$ cat config.mk
export PLATFORM = sky130hd
export DESIGN_NAME = memory_pin_clock_and_select_control
export DESIGN_NICKNAME = d
export VERILOG_FILES = /design/src/rtl/mem_pin_pkg.sv /design/src/rtl/clk_pin_gen.sv /design/src/rtl/memory_pin_clock_and_select_control.sv
export VERILOG_INCLUDE_DIRS = /design/src /design/src/rtl
export SDC_FILE = /design/constraint.sdc
export NUM_CORES = 1
export LEC_CHECK = 0
export BUFFER_PORTS_ARGS = -buffer_cell sky130_fd_sc_hd__buf_2
export CAP_MARGIN = 15
export CORE_UTILIZATION = 53
export DETAILED_ROUTE_END_ITERATION = 6
export GPL_TIMING_DRIVEN = 0
export PLACE_DENSITY = 0.8
export SYNTH_ARGS = -nofsm -noshare
export SYNTH_HDL_FRONTEND = slang
export SYNTH_SLANG_ARGS = --single-unit
$ cat constraint.sdc
create_clock -name ref_clk_i -period 1.63 [get_ports ref_clk_i]
set_input_delay 0.326 -clock ref_clk_i [delete_from_list [all_inputs] [get_ports ref_clk_i]]
set_output_delay 0.326 -clock ref_clk_i [all_outputs]
set_load 0.03 [all_outputs]
$ cat src/rtl/mem_pin_cfg.svh
// constants for the memory pin clock and select control
`ifndef MEM_PIN_CFG_SVH
`define MEM_PIN_CFG_SVH
`define NUM_CLK_PINS    3
`define NUM_CS          6
`define CS_IDX_W        3
`define CNT_W           4
`define DIV_W           8
`define PIN_ROM         0
`define RST_FREE_RUN    3'h7
`define RST_FULL_RATE   3'h0
`define RST_PIN_ON      3'h0
`define RST_CKE_ON      1'h0
`define RST_CS_N        6'h3F
`define RST_RW          1'h0
`define DIV_CNT_ZERO    8'h00
`define DIV_CNT_ONE     8'h01
`define CNT_ZERO        4'h0
`define CNT_ONE         4'h1
`define MC_HALF_CYC     8'h02
`define SETUP_CYC       4'h1
`define STROBE_CYC      4'h3
`endif

$ cat src/rtl/mem_pin_pkg.sv
// types shared by the memory pin clock and select control
package mem_pin_pkg;
    // software-written pin control word
    typedef struct packed {
        logic [2:0] free_run;
        logic [2:0] full_rate;
        logic [2:0] pin_on;
        logic       cke_on;
    } clk_ctrl_t;

    // one static access request
    typedef struct packed {
        logic       write;
        logic [2:0] cs_idx;
    } acc_req_t;

    // static access sequencer states
    typedef enum logic [2:0] {
        ST_IDLE     = 3'b000,
        ST_SETUP    = 3'b001,
        ST_STROBE   = 3'b010,
        ST_WAIT_RDY = 3'b011,
        ST_HOLD     = 3'b100
    } acc_state_t;
endpackage

$ cat src/rtl/clk_pin_gen.sv
// one memory clock pin: full or half rate, stops only when low
`timescale 1ns/1ps
`default_nettype none
module clk_pin_gen (
    // clock and reset
    input  wire logic clk_i,
    input  wire logic rst_n_i,
    // control
    input  wire logic run_i,
    input  wire logic full_rate_i,
    input  wire logic tick_full_i,
    input  wire logic tick_half_i,
    input  wire logic force_low_i,
    // pin
    output logic      pin_o
);
    logic pin_ff;
    logic nxt_pin;
    wire  toggle = full_rate_i ? tick_full_i : tick_half_i;

    // a clock stopped by run_i finishes its high phase so no runt pulse leaves; force_low_i drops it at once
    assign nxt_pin = force_low_i ? 1'b0 :
                     (toggle && (run_i || pin_ff)) ? ~pin_ff : pin_ff;

    // pin flop, low in reset
    always_ff @(posedge clk_i or negedge rst_n_i) begin
        if (!rst_n_i) begin
            pin_ff <= 1'b0;
        end else begin
            pin_ff <= nxt_pin;
        end
    end

    assign pin_o = pin_ff;
endmodule
`default_nettype wire

$ cat src/rtl/memory_pin_clock_and_select_control.sv
// memory pin clock, clock enable, chip select and strobe control
`timescale 1ns/1ps
`default_nettype none
`include "mem_pin_cfg.svh"
module memory_pin_clock_and_select_control
    import mem_pin_pkg::*;
#(
    parameter logic [7:0] MC_HALF_CYC = `MC_HALF_CYC,
    parameter logic [3:0] SETUP_CYC   = `SETUP_CYC,
    parameter logic [3:0] STROBE_CYC  = `STROBE_CYC
) (
    // clock and reset
    input  wire logic                 ref_clk_i,
    input  wire logic                 reset_n_i,
    // power state
    input  wire logic                 sleep_i,
    // pin control word
    input  wire logic                 ctrl_wr_i,
    input  wire clk_ctrl_t            ctrl_i,
    output clk_ctrl_t                 ctrl_o,
    // boot strap: bank 0 holds a synchronous static rom
    input  wire logic                 boot_sync_rom_i,
    // per chip select variable latency enable
    input  wire logic [`NUM_CS-1:0]   cs_vlio_i,
    // static access request and completion
    input  wire logic                 acc_valid_i,
    input  wire acc_req_t             acc_req_i,
    output logic                      acc_ready_o,
    output logic                      acc_done_o,
    output logic                      acc_busy_o,
    // external pins
    input  wire logic                 ready_pin_i,
    input  wire logic                 alt_master_request_in_i,
    output logic                      alt_master_grant_out_o,
    output logic                      sdram_clk_enable_out_o,
    output logic                      sync_rom_clock_out_o,
    output logic [1:0]                sdram_clock_outs_o,
    output logic [`NUM_CS-1:0]        static_chip_selects_n_o,
    output logic                      static_rw_strobe_o
);
    // active-low chip select mask for one index, all high when out of range
    function automatic logic [`NUM_CS-1:0] cs_decode(input logic [2:0] idx);
        logic [`NUM_CS-1:0] m;
        m = `RST_CS_N;
        if (idx < `CS_IDX_W'(`NUM_CS)) begin
            m[idx] = 1'b0;
        end
        return m;
    endfunction

    // reset release synchroniser
    logic rst_meta_ff;
    logic rst_sync_ff;
    wire  rst_n = rst_sync_ff;
    always_ff @(posedge ref_clk_i or negedge reset_n_i) begin
        if (!reset_n_i) begin
            rst_meta_ff <= 1'b0;
            rst_sync_ff <= 1'b0;
        end else begin
            rst_meta_ff <= 1'b1;
            rst_sync_ff <= rst_meta_ff;
        end
    end

    // pin input synchronisers: ready, request, strap
    // cleared by the raw reset so the strap is through both flops when rst_n lifts
    logic [2:0] pin_meta_ff;
    logic [2:0] pin_sync_ff;
    always_ff @(posedge ref_clk_i or negedge reset_n_i) begin
        if (!reset_n_i) begin
            pin_meta_ff <= 3'h0;
            pin_sync_ff <= 3'h0;
        end else begin
            pin_meta_ff <= {boot_sync_rom_i, alt_master_request_in_i, ready_pin_i};
            pin_sync_ff <= pin_meta_ff;
        end
    end
    wire rdy_s   = pin_sync_ff[0];
    wire req_s   = pin_sync_ff[1];
    wire strap_s = pin_sync_ff[2];

    // memory controller clock enables from the divider
    logic [`DIV_W-1:0] div_cnt_ff;
    logic              half_ph_ff;
    wire               tick_full = (div_cnt_ff == MC_HALF_CYC - `DIV_CNT_ONE);
    wire               tick_half = tick_full && half_ph_ff;
    always_ff @(posedge ref_clk_i or negedge rst_n) begin
        if (!rst_n) begin
            div_cnt_ff <= `DIV_CNT_ZERO;
            half_ph_ff <= 1'b0;
        end else begin
            div_cnt_ff <= tick_full ? `DIV_CNT_ZERO : div_cnt_ff + `DIV_CNT_ONE;
            half_ph_ff <= tick_full ? ~half_ph_ff : half_ph_ff;
        end
    end

    // control word: strap lands in the rom clock bit once after release
    clk_ctrl_t ctrl_ff;
    logic      init_done_ff;
    always_ff @(posedge ref_clk_i or negedge rst_n) begin
        if (!rst_n) begin
            ctrl_ff.free_run  <= `RST_FREE_RUN;
            ctrl_ff.full_rate <= `RST_FULL_RATE;
            ctrl_ff.pin_on    <= `RST_PIN_ON;
            ctrl_ff.cke_on    <= `RST_CKE_ON;
            init_done_ff      <= 1'b0;
        end else if (!init_done_ff) begin
            ctrl_ff.pin_on[`PIN_ROM] <= strap_s;
            init_done_ff             <= 1'b1;
        end else if (ctrl_wr_i) begin
            ctrl_ff <= ctrl_i;
        end
    end
    assign ctrl_o = ctrl_ff;

    // static access sequencer
    acc_state_t         state_ff;
    acc_state_t         nxt_state;
    logic [`CNT_W-1:0]  cnt_ff;
    logic [`CNT_W-1:0]  nxt_cnt;
    acc_req_t           acc_ff;
    logic               grant_ff;
    logic               nxt_grant;
    logic [`NUM_CS-1:0] cs_n_ff;
    logic [`NUM_CS-1:0] nxt_cs_n;
    logic               rw_ff;
    logic               nxt_rw;
    logic               done_ff;
    logic               cke_ff;

    wire idle       = (state_ff == ST_IDLE);
    wire take       = acc_valid_i && acc_ready_o;
    wire cnt_last   = (cnt_ff == `CNT_ONE);
    wire acc_vlio   = (acc_ff.cs_idx < `CS_IDX_W'(`NUM_CS)) && cs_vlio_i[acc_ff.cs_idx];
    wire acc_active = !idle;

    // new accesses only while idle, awake and not granted away
    assign acc_ready_o = idle && !sleep_i && !grant_ff;
    assign acc_busy_o  = acc_active;
    assign acc_done_o  = done_ff;

    // sequencer next state
    always_comb begin
        nxt_state = state_ff;
        nxt_cnt   = cnt_ff;
        unique case (state_ff)
            ST_IDLE: begin
                if (take) begin
                    nxt_state = ST_SETUP;
                    nxt_cnt   = SETUP_CYC;
                end
            end
            ST_SETUP: begin
                nxt_cnt = cnt_ff - `CNT_ONE;
                if (cnt_last) begin
                    nxt_state = ST_STROBE;
                    nxt_cnt   = STROBE_CYC;
                end
            end
            ST_STROBE: begin
                nxt_cnt = cnt_ff - `CNT_ONE;
                if (cnt_last) begin
                    nxt_state = acc_vlio ? ST_WAIT_RDY : ST_HOLD;
                end
            end
            ST_WAIT_RDY: begin
                if (rdy_s) begin
                    nxt_state = ST_HOLD;
                end
            end
            ST_HOLD: begin
                nxt_state = ST_IDLE;
            end
            default: begin
                nxt_state = ST_IDLE;
            end
        endcase
    end

    // chip selects and strobe: set on take; chip selects released on hold, strobe keeps its level
    assign nxt_cs_n = take ? cs_decode(acc_req_i.cs_idx) :
                      (state_ff == ST_HOLD) ? `RST_CS_N : cs_n_ff;
    assign nxt_rw   = take ? !acc_req_i.write : rw_ff;

    // grant held while the request stays up
    assign nxt_grant = grant_ff ? req_s : (req_s && idle && !sleep_i);

    // sequencer registers
    always_ff @(posedge ref_clk_i or negedge rst_n) begin
        if (!rst_n) begin
            state_ff <= ST_IDLE;
            cnt_ff   <= `CNT_ZERO;
            acc_ff   <= '0;
            cs_n_ff  <= `RST_CS_N;
            rw_ff    <= `RST_RW;
            done_ff  <= 1'b0;
            grant_ff <= 1'b0;
        end else begin
            state_ff <= nxt_state;
            cnt_ff   <= nxt_cnt;
            acc_ff   <= take ? acc_req_i : acc_ff;
            cs_n_ff  <= nxt_cs_n;
            rw_ff    <= nxt_rw;
            done_ff  <= (state_ff == ST_HOLD);
            grant_ff <= nxt_grant;
        end
    end

    // sdram clock enable flop
    always_ff @(posedge ref_clk_i or negedge rst_n) begin
        if (!rst_n) begin
            cke_ff <= 1'b0;
        end else begin
            cke_ff <= ctrl_ff.cke_on && !sleep_i;
        end
    end

    // clock pins: bit 0 rom, bit 1 banks 0/1, bit 2 banks 2/3
    logic [`NUM_CLK_PINS-1:0] clk_pins;
    wire  [`NUM_CLK_PINS-1:0] pin_run =
        ctrl_ff.pin_on & (ctrl_ff.free_run | {`NUM_CLK_PINS{acc_active}});
    genvar g;
    generate
        for (g = 0; g < `NUM_CLK_PINS; g = g + 1) begin : g_clk
            clk_pin_gen u_pin (
                .clk_i       (ref_clk_i),
                .rst_n_i     (rst_n),
                .run_i       (pin_run[g]),
                .full_rate_i (ctrl_ff.full_rate[g]),
                .tick_full_i (tick_full),
                .tick_half_i (tick_half),
                .force_low_i (sleep_i),
                .pin_o       (clk_pins[g])
            );
        end
    endgenerate

    // output pins
    assign sync_rom_clock_out_o    = clk_pins[`PIN_ROM];
    assign sdram_clock_outs_o      = clk_pins[2:1];
    assign sdram_clk_enable_out_o  = cke_ff;
    assign static_chip_selects_n_o = cs_n_ff;
    assign static_rw_strobe_o      = rw_ff;
    assign alt_master_grant_out_o  = grant_ff;
endmodule
`default_nettype wire

==> results.json, run 1 <==
{
  "status": "finished with violations",
  "violations": "negative setup slack",
  "clk_pin_slew_worst_paths_ns": 0.10,
  "die_x_um": 67.2,
  "antenna_cells": 0,
  "nNetsFinal": 294,
  "drv_slew": 0,
  "drc_errors": 0,
  "critical-path-slowest-cell": "or4_4",
  "clockRootBuffer": "clkbuf_8",
  "multiInputGateArea_um2": 965,
  "async_reset_ff_frac": 1.00,
  "ctsLongestPathBuffers": 2,
  "synth_top_area_frac": 0.466,
  "grt-ovfl-total": 0,
  "worst_pin_slew_ns": 0.533,
  "period_share": 1.12,
  "drtAntennaViolNets": 0,
  "ios": 53,
  "p_switching_mw": 1.70,
  "slew_headroom": 0.643,
  "fmax_ghz": 0.548,
  "ir_drop_v": 0.00104,
  "numCtsBuffers": 5,
  "intPower_mw": 2.84,
  "grtUsageTotal": 0.230,
  "drtIter0Drc": 88,
  "clock_latency_ns": 0.31,
  "start_kind": "register",
  "synthCells": 196,
  "setup_violations": 7,
  "leakagePower_nw": 1.35,
  "synth_seq_cells": 51,
  "critical_path_class": "reg -> reg",
  "firstDrtPassIters": 5,
  "die_y_um": 67.2,
  "slowest_delay_ns": 0.59,
  "fin_skew_ns": 0.00913,
  "period_needed_ns": 1.82,
  "synthTopCellsByCount": "42 x dfrtp_1, 15 x nor2_1, 12 x nand2_1, 11 x nor3_1",
  "post-synth-top-count-cell": "dfrtp_1",
  "fp-row-count": 23,
  "wirelength_mm": 4.68,
  "ys_seq_area_frac": 0.571,
  "viasPerCell": 5.44,
  "power_mw": 4.54,
  "synth_edf_count": 0,
  "core_mm2": 0.00403,
  "cp_top_family": "simple AND/OR/NAND/NOR gates",
  "initial_core_util": 0.560,
  "die_area_mm2": 0.00452,
  "cp_num_buf_inv": 0,
  "clock-sinks": 51,
  "synth.avg_cell_area_um2": 11.5,
  "drive_gt1_frac": 0.468,
  "pwr-share-seq": 0.390,
  "highest_layer": "met4",
  "grt_pass1_wl_mm": 7.50,
  "met3_length_um": 163,
  "maxCapViolCount": 0,
  "power_density_mw_per_mm2": 1570,
  "syn_area_mm2": 0.00225,
  "synth_cell_types": 46,
  "regArea_mm2": 0.00129,
  "antenna_found_initial": 0,
  "path_cells": "or4_4 > nor2_8 > or4b_1 > a21oi_2",
  "hold_path_class": "in -> reg",
  "synth_area_leaders": "dfrtp_1 47%, dfstp_2 10%, mux2_2 4.5%, nor2_1 2.5%, nor3_1 2.4%",
  "cp.arrival_ns": 2.06,
  "place.gp.congestion": 0.818,
  "yosys_warnings": 0,
  "p_comb_frac": 0.404,
  "cp.required_ns": 1.87,
  "finalSetupTns_ns": -0.795,
  "place_hpwl_mm": 3.08,
  "swShare": 0.374,
  "fillers": 282,
  "rsz0062_at_grt": "yes",
  "critPathMaxFanout": 4,
  "hold_viol": 0,
  "yosys.area.top_type": "dfrtp_1",
  "area.growth.synth_to_final_pct": 28.5,
  "htreeDepth": 2,
  "clkPwrFrac": 0.206,
  "wl_met1_mm": 2.04,
  "grt_max_degree": 28,
  "synth_ff_type": "dfrtp_1",
  "cts_tree": "built",
  "grt_pass1_vias": 1663,
  "setup_slack_ns": -0.193,
  "wl_per_cell_um": 15.0,
  "via_count": 1702,
  "wl_met2_mm": 2.39,
  "endpoint_kind": "register",
  "numPortBuffers": 52
}
-- power by group through the flow --
stage	sequential (mW)	clock, mW	combinational [mW]
after global routing	1.81	0.989	1.98
final	1.77	0.936	1.84
after global placement	1.78	0	1.57
after floorplan	2.03	0	0.968
after detailed placement	1.77	0	1.63
after CTS	1.77	0.949	1.72
-- final cells by class --
cell class,count,area share
Tap cell,50,0.0216
Timing Repair Buffer,63,0.129
Inverter,6,0.00778
Clock buffer,6,0.0285
Multi-Input combinational cell,127,0.333
Clock inverter,2,0.0134
Sequential cell,51,0.447
Buffer,8,0.0199
-- cells by family (layout without fill, tap and decap cells) --
family / count (synthesis) / count (layout) / synth area share
other: 1 / 2 / 0.00166
buffers and inverters: 19 / 85 / 0.0411
muxes: 14 / 14 / 0.0727
adders and majority gates: 4 / 4 / 0.0222
and+or+nand+nor: 64 / 64 / 0.159
AOI/OAI and AO/OA: 35 / 35 / 0.101
xor gates and xnor gates: 8 / 8 / 0.0311
DFF: 51 / 51 / 0.571
-- flip-flops by register name, summed over array words and instances, names as in the netlist, 3 cells and up --
signal / cells
static_chip_selects_n_o: 6
g_clk.u_pin.pin_o: 3
pin_meta_ff: 3
pin_sync_ff: 3
cnt_ff: 4
acc_ff: 3
ctrl_o: 10
state_ff: 3
div_cnt_ff: 8
-- placed cells by master, fill, tap and decap left out, types with 9 or more instances in the layout --
cell type   n
buf_2      50
nor3_1      9
nor2_1     14
dfstp_2     9
mux2_2      9
o21ai_0     9
nand2_1    12
dfrtp_1    37
buf_4      13
-- per-stage QoR --
step	setup WS (ns)	std cells	cell area, um2	utilization	hold slack (ns)
6_report	-0.193	313	2900	0.719	0.117
5_1_grt	-0.258	313	2900	0.719	0.109
4_1_cts	-0.203	313	2840	0.705	0.112
3_5_place_dp	-0.206	300	2640	0.655	0.171
3_3_place_gp	-0.191	299	2620	0.650	0.167
2_1_floorplan	-0.0984	197	2300	-	0.0304
-- final timing paths --
| check | from | to | slack [ns] | depth (start not counted) |
|---|---|---|---|---|
| max reg2reg | div_cnt_ff[5]$_DFF_PN0_ | g_clk[0].u_pin.pin_o$_DFFE_PN0P_ | -0.19 | 4 |
| min | alt_master_request_in_i | pin_meta_ff[1]$_DFF_PN0_ | 0.12 | 1 |
| min reg2reg | rst_n$_DFF_PN0_ | acc_ff[0]$_DFFE_PN0N_ | 0.19 | 0 |
| max | div_cnt_ff[5]$_DFF_PN0_ | g_clk[0].u_pin.pin_o$_DFFE_PN0P_ | -0.19 | 4 |
| min in group asynchronous | rst_n$_DFF_PN0_ | acc_ff[0]$_DFFE_PN0N_ | 0.19 | 0 |
| max in group asynchronous | rst_n$_DFF_PN0_ | ctrl_o[9]$_DFFE_PN1P_ | 0.90 | 1 |
-- layer usage --
| metal | vias up | track usage |
|---|---|---|
| met5 | - | 0 |
| met3 | 8 | 0.0659 |
| met1 | 835 | 0.295 |
| met2 | 34 | 0.365 |
| met4 | 0 | 0.0984 |
| li1 | 825 | - |
-- worst register-to-register path, cell delays in order (launching register included) --
cell	delay (ns)
dfrtp_1	0.40
or4_4	0.59
nor2_8	0.14
or4b_1	0.47
a21oi_2	0.14
-- what timing repair did --
action                                 CTS  global route
resized for setup                       11            15
endpoints found under the hold margin    8             0
setup endpoints to repair               18            14
hold buffers                             1             0
setup buffers                            9             0
pin swaps                                4             3
No activity file was read; power rests on OpenSTA's default activity.
==> run 2: changes to the inputs <==
Settings changed: SYNTH_HIERARCHICAL set to 1.
==> run 2 against run 1 <==
Effect of this change: the run still ends with negative setup slack left; sequential power barely moved; utilization fell by 2.9 points; combinational power fell by 12%; clock power fell by 19%; sequential cell count did not move; critical path type is now reg -> out; critical endpoint is now acc_ready_o; largest cell class unchanged.
==> results.json, run 2 <==
{
  "hold_path_class": "in -> reg",
  "setup_violations": 1,
  "grtUsageTotal": 0.193,
  "clock_latency_ns": 0.31,
  "drive_gt1_frac": 0.420,
  "ir_drop_v": 0.000881,
  "fp-row-count": 23,
  "cts_tree": "built",
  "clk_pin_slew_worst_paths_ns": 0.09,
  "synth.avg_cell_area_um2": 12.2,
  "power_density_mw_per_mm2": 1480,
  "grt_max_degree": 23,
  "power_mw": 4.14,
  "synth_top_area_frac": 0.464,
  "grt_pass1_wl_mm": 6.20,
  "wirelength_mm": 4.03,
  "critPathMaxFanout": 3,
  "synthTopCellsByCount": "42 x dfrtp_1, 10 x mux2_2, 10 x nand2_1, 10 x nor2_1, 9 x dfstp_2",
  "slowest_delay_ns": 0.42,
  "grt_pass1_vias": 1398,
  "status": "finished with violations",
  "die_y_um": 67.4,
  "leakagePower_nw": 1.33,
  "p_switching_mw": 1.56,
  "hold_ws_ns": 0.110,
  "antenna_cells": 0,
  "critical_path_class": "reg -> out",
  "place.gp.congestion": 0.778,
  "cp_top_family": "simple AND/OR/NAND/NOR gates",
  "synth_edf_count": 0,
  "yosys_warnings": 6,
  "htreeDepth": 2,
  "post-synth-top-count-cell": "dfrtp_1",
  "layout_common_cells": "51 x buf_2, 40 x dfrtp_1, 10 x nor2_1, 10 x nand2_1, 10 x mux2_2",
  "worstHoldPathCells": 1,
  "p_comb_frac": 0.392,
  "wl_per_cell_um": 13.4,
  "hp-start": "ready_pin_i",
  "synth_ff_type": "dfrtp_1",
  "antenna_found_initial": 0,
  "nNetsFinal": 281,
  "final-instance-count-excl-fill": 300,
  "setup_slack_ns": -0.103,
  "regArea_mm2": 0.00129,
  "dp.cells": 290,
  "rsz0062_at_grt": "yes",
  "initial_core_util": 0.558,
  "r2r_start": "state_ff[1]$_DFFE_PN0P_",
  "synth_cell_types": 47,
  "endpoint_kind": "output pin",
  "intPower_mw": 2.58,
  "synth_seq_cells": 51,
  "clockRootBuffer": "clkbuf_8",
  "critical-path-slowest-cell": "dfrtp_2",
  "yosys.area.top_type": "dfrtp_1",
  "synthCells": 186,
  "slew_headroom": 0.550,
  "cp.arrival_ns": 1.41,
  "worst_pin_slew_ns": 0.669,
  "cp.required_ns": 1.30,
  "drtAntennaViolNets": 0,
  "path_cells": "or3_4 > nor3_4 > buf_6",
  "final_common_cell": "buf_2",
  "numPortBuffers": 52,
  "place_hpwl_mm": 2.83,
  "firstDrtPassIters": 4,
  "die_area_mm2": 0.00454,
  "cp_num_buf_inv": 1,
  "ios": 53,
  "clock-sinks": 51,
  "numCtsBuffers": 5,
  "clkPwrFrac": 0.183,
  "synth_area_leaders": "dfrtp_1 46%, dfstp_2 10%, mux2_2 5.0%, mux2i_1 3.1%, xnor2_1 2.3%",
  "period_needed_ns": 1.73,
  "cp-startpoint": "state_ff[1]$_DFFE_PN0P_",
  "syn_area_mm2": 0.00227,
  "path_depth": 3,
  "area.growth.synth_to_final_pct": 23.5,
  "fin_skew_ns": 0.00329,
  "period_share": 1.06,
  "hold_viol": 0,
  "rr_worst_depth": 6,
  "drv_slew": 0,
  "largest_reg_flops": 10,
  "ctsLongestPathBuffers": 2,
  "drc_errors": 0,
  "die_x_um": 67.4,
  "via_count": 1562,
  "grt-ovfl-total": 0,
  "fillers": 305,
  "drtIter0Drc": 44,
  "multiInputGateArea_um2": 957,
  "maxCapViolCount": 0,
  "violations": "negative setup slack",
  "swShare": 0.377,
  "start_kind": "register",
  "pwr-share-seq": 0.425,
  "fmax_ghz": 0.577,
  "ys_seq_area_frac": 0.568,
  "async_reset_ff_frac": 1.00,
  "viasPerCell": 5.21,
  "core_mm2": 0.00406
}
[run 2: cell count changes after synthesis, moves of 4 or more]
cell	previous run	this run
nand2b_1	1	7
a31oi_1	1	5
nor2_1	15	10
buf_4	5	0
clkbuf_1	6	1
a21oi_1	8	2
[run 2: cells by family (layout without fill, tap and decap cells)]
group	Yosys count	count (layout)	share of synthesized area
flip-flops	51	51	0.568
XOR/XNOR	8	8	0.0309
other	1	2	0.00165
adder cells (fa/ha/maj)	4	4	0.0221
buffers and inverters	13	76	0.0326
AO/OA/AOI/OAI	31	31	0.0966
multiplexers	18	18	0.0906
AND/OR/NAND/NOR	60	60	0.157
[run 2: area by class of cell]
class / instances / share of cell area
Sequential cell: 51 / 0.461
Multi-Input combinational cell: 123 / 0.342
Timing Repair Buffer: 59 / 0.124
Clock buffer: 5 / 0.0246
Tap cell: 50 / 0.0224
Clock inverter: 3 / 0.0103
Inverter: 7 / 0.00939
Buffer: 2 / 0.00581
[run 2: stage by stage]
step	instance area (um2)	worst slack, ns	setup TNS (ns)	utilization
finish	2800	-0.103	-0.103	0.689
global placement	2600	-0.193	-6.82	0.642
global route	2800	-0.151	-0.212	0.689
floorplan	2280	0.0109	0	-
CTS	2770	-0.168	-0.214	0.682
detailed placement	2630	-0.164	-0.608	0.649
[run 2: layer usage]
metal / vias up / GRT usage / wire length [um]
met4: 0 / 0.120 / 113
li1: 774 / - / -
met2: 24 / 0.299 / 2020
met5: - / 0 / 0
met3: 10 / 0.0541 / 125
met1: 754 / 0.239 / 1770
[run 2: path summary, 6_finish.rpt]
path | end | slack (ns)
max in group asynchronous | static_chip_selects_n_o[2]$_DFFE_PN1P_ | 0.82
setup / recovery | acc_ready_o | -0.10
setup reg to reg | static_chip_selects_n_o[0]$_DFFE_PN1P_ | 0.07
min in group asynchronous | alt_master_grant_out_o$_DFF_PN0_ | 0.25
hold reg to reg | alt_master_grant_out_o$_DFF_PN0_ | 0.25
hold / removal | pin_meta_ff[0]$_DFF_PN0_ | 0.11
[run 2: power groups by stage]
stage	registers [mW]	logic [mW]	clock network, mW
floorplan	2.03	0.881	0
global route	1.80	1.76	0.832
detailed placement	1.76	1.53	0
finish	1.76	1.62	0.758
global placement	1.77	1.47	0
CTS	1.75	1.58	0.787
[run 2: worst register-to-register path, cell delays in order (launching register included)]
cell and delay (ns):
dfrtp_2 0.42, or3_4 0.40, buf_4 0.18, nor2b_4 0.21, buf_6 0.15, nor3_2 0.04
a21oi_2 0.11
[run 2: what timing repair did]
action                                  CTS  global route
endpoints found under the hold margin     8             0
buffers inserted                          3             1
gates resized for setup                   7             6
gates cloned                              1             0
pin swaps                                 1             0
hold buffers                              1             0
endpoints found under the setup margin   11            16
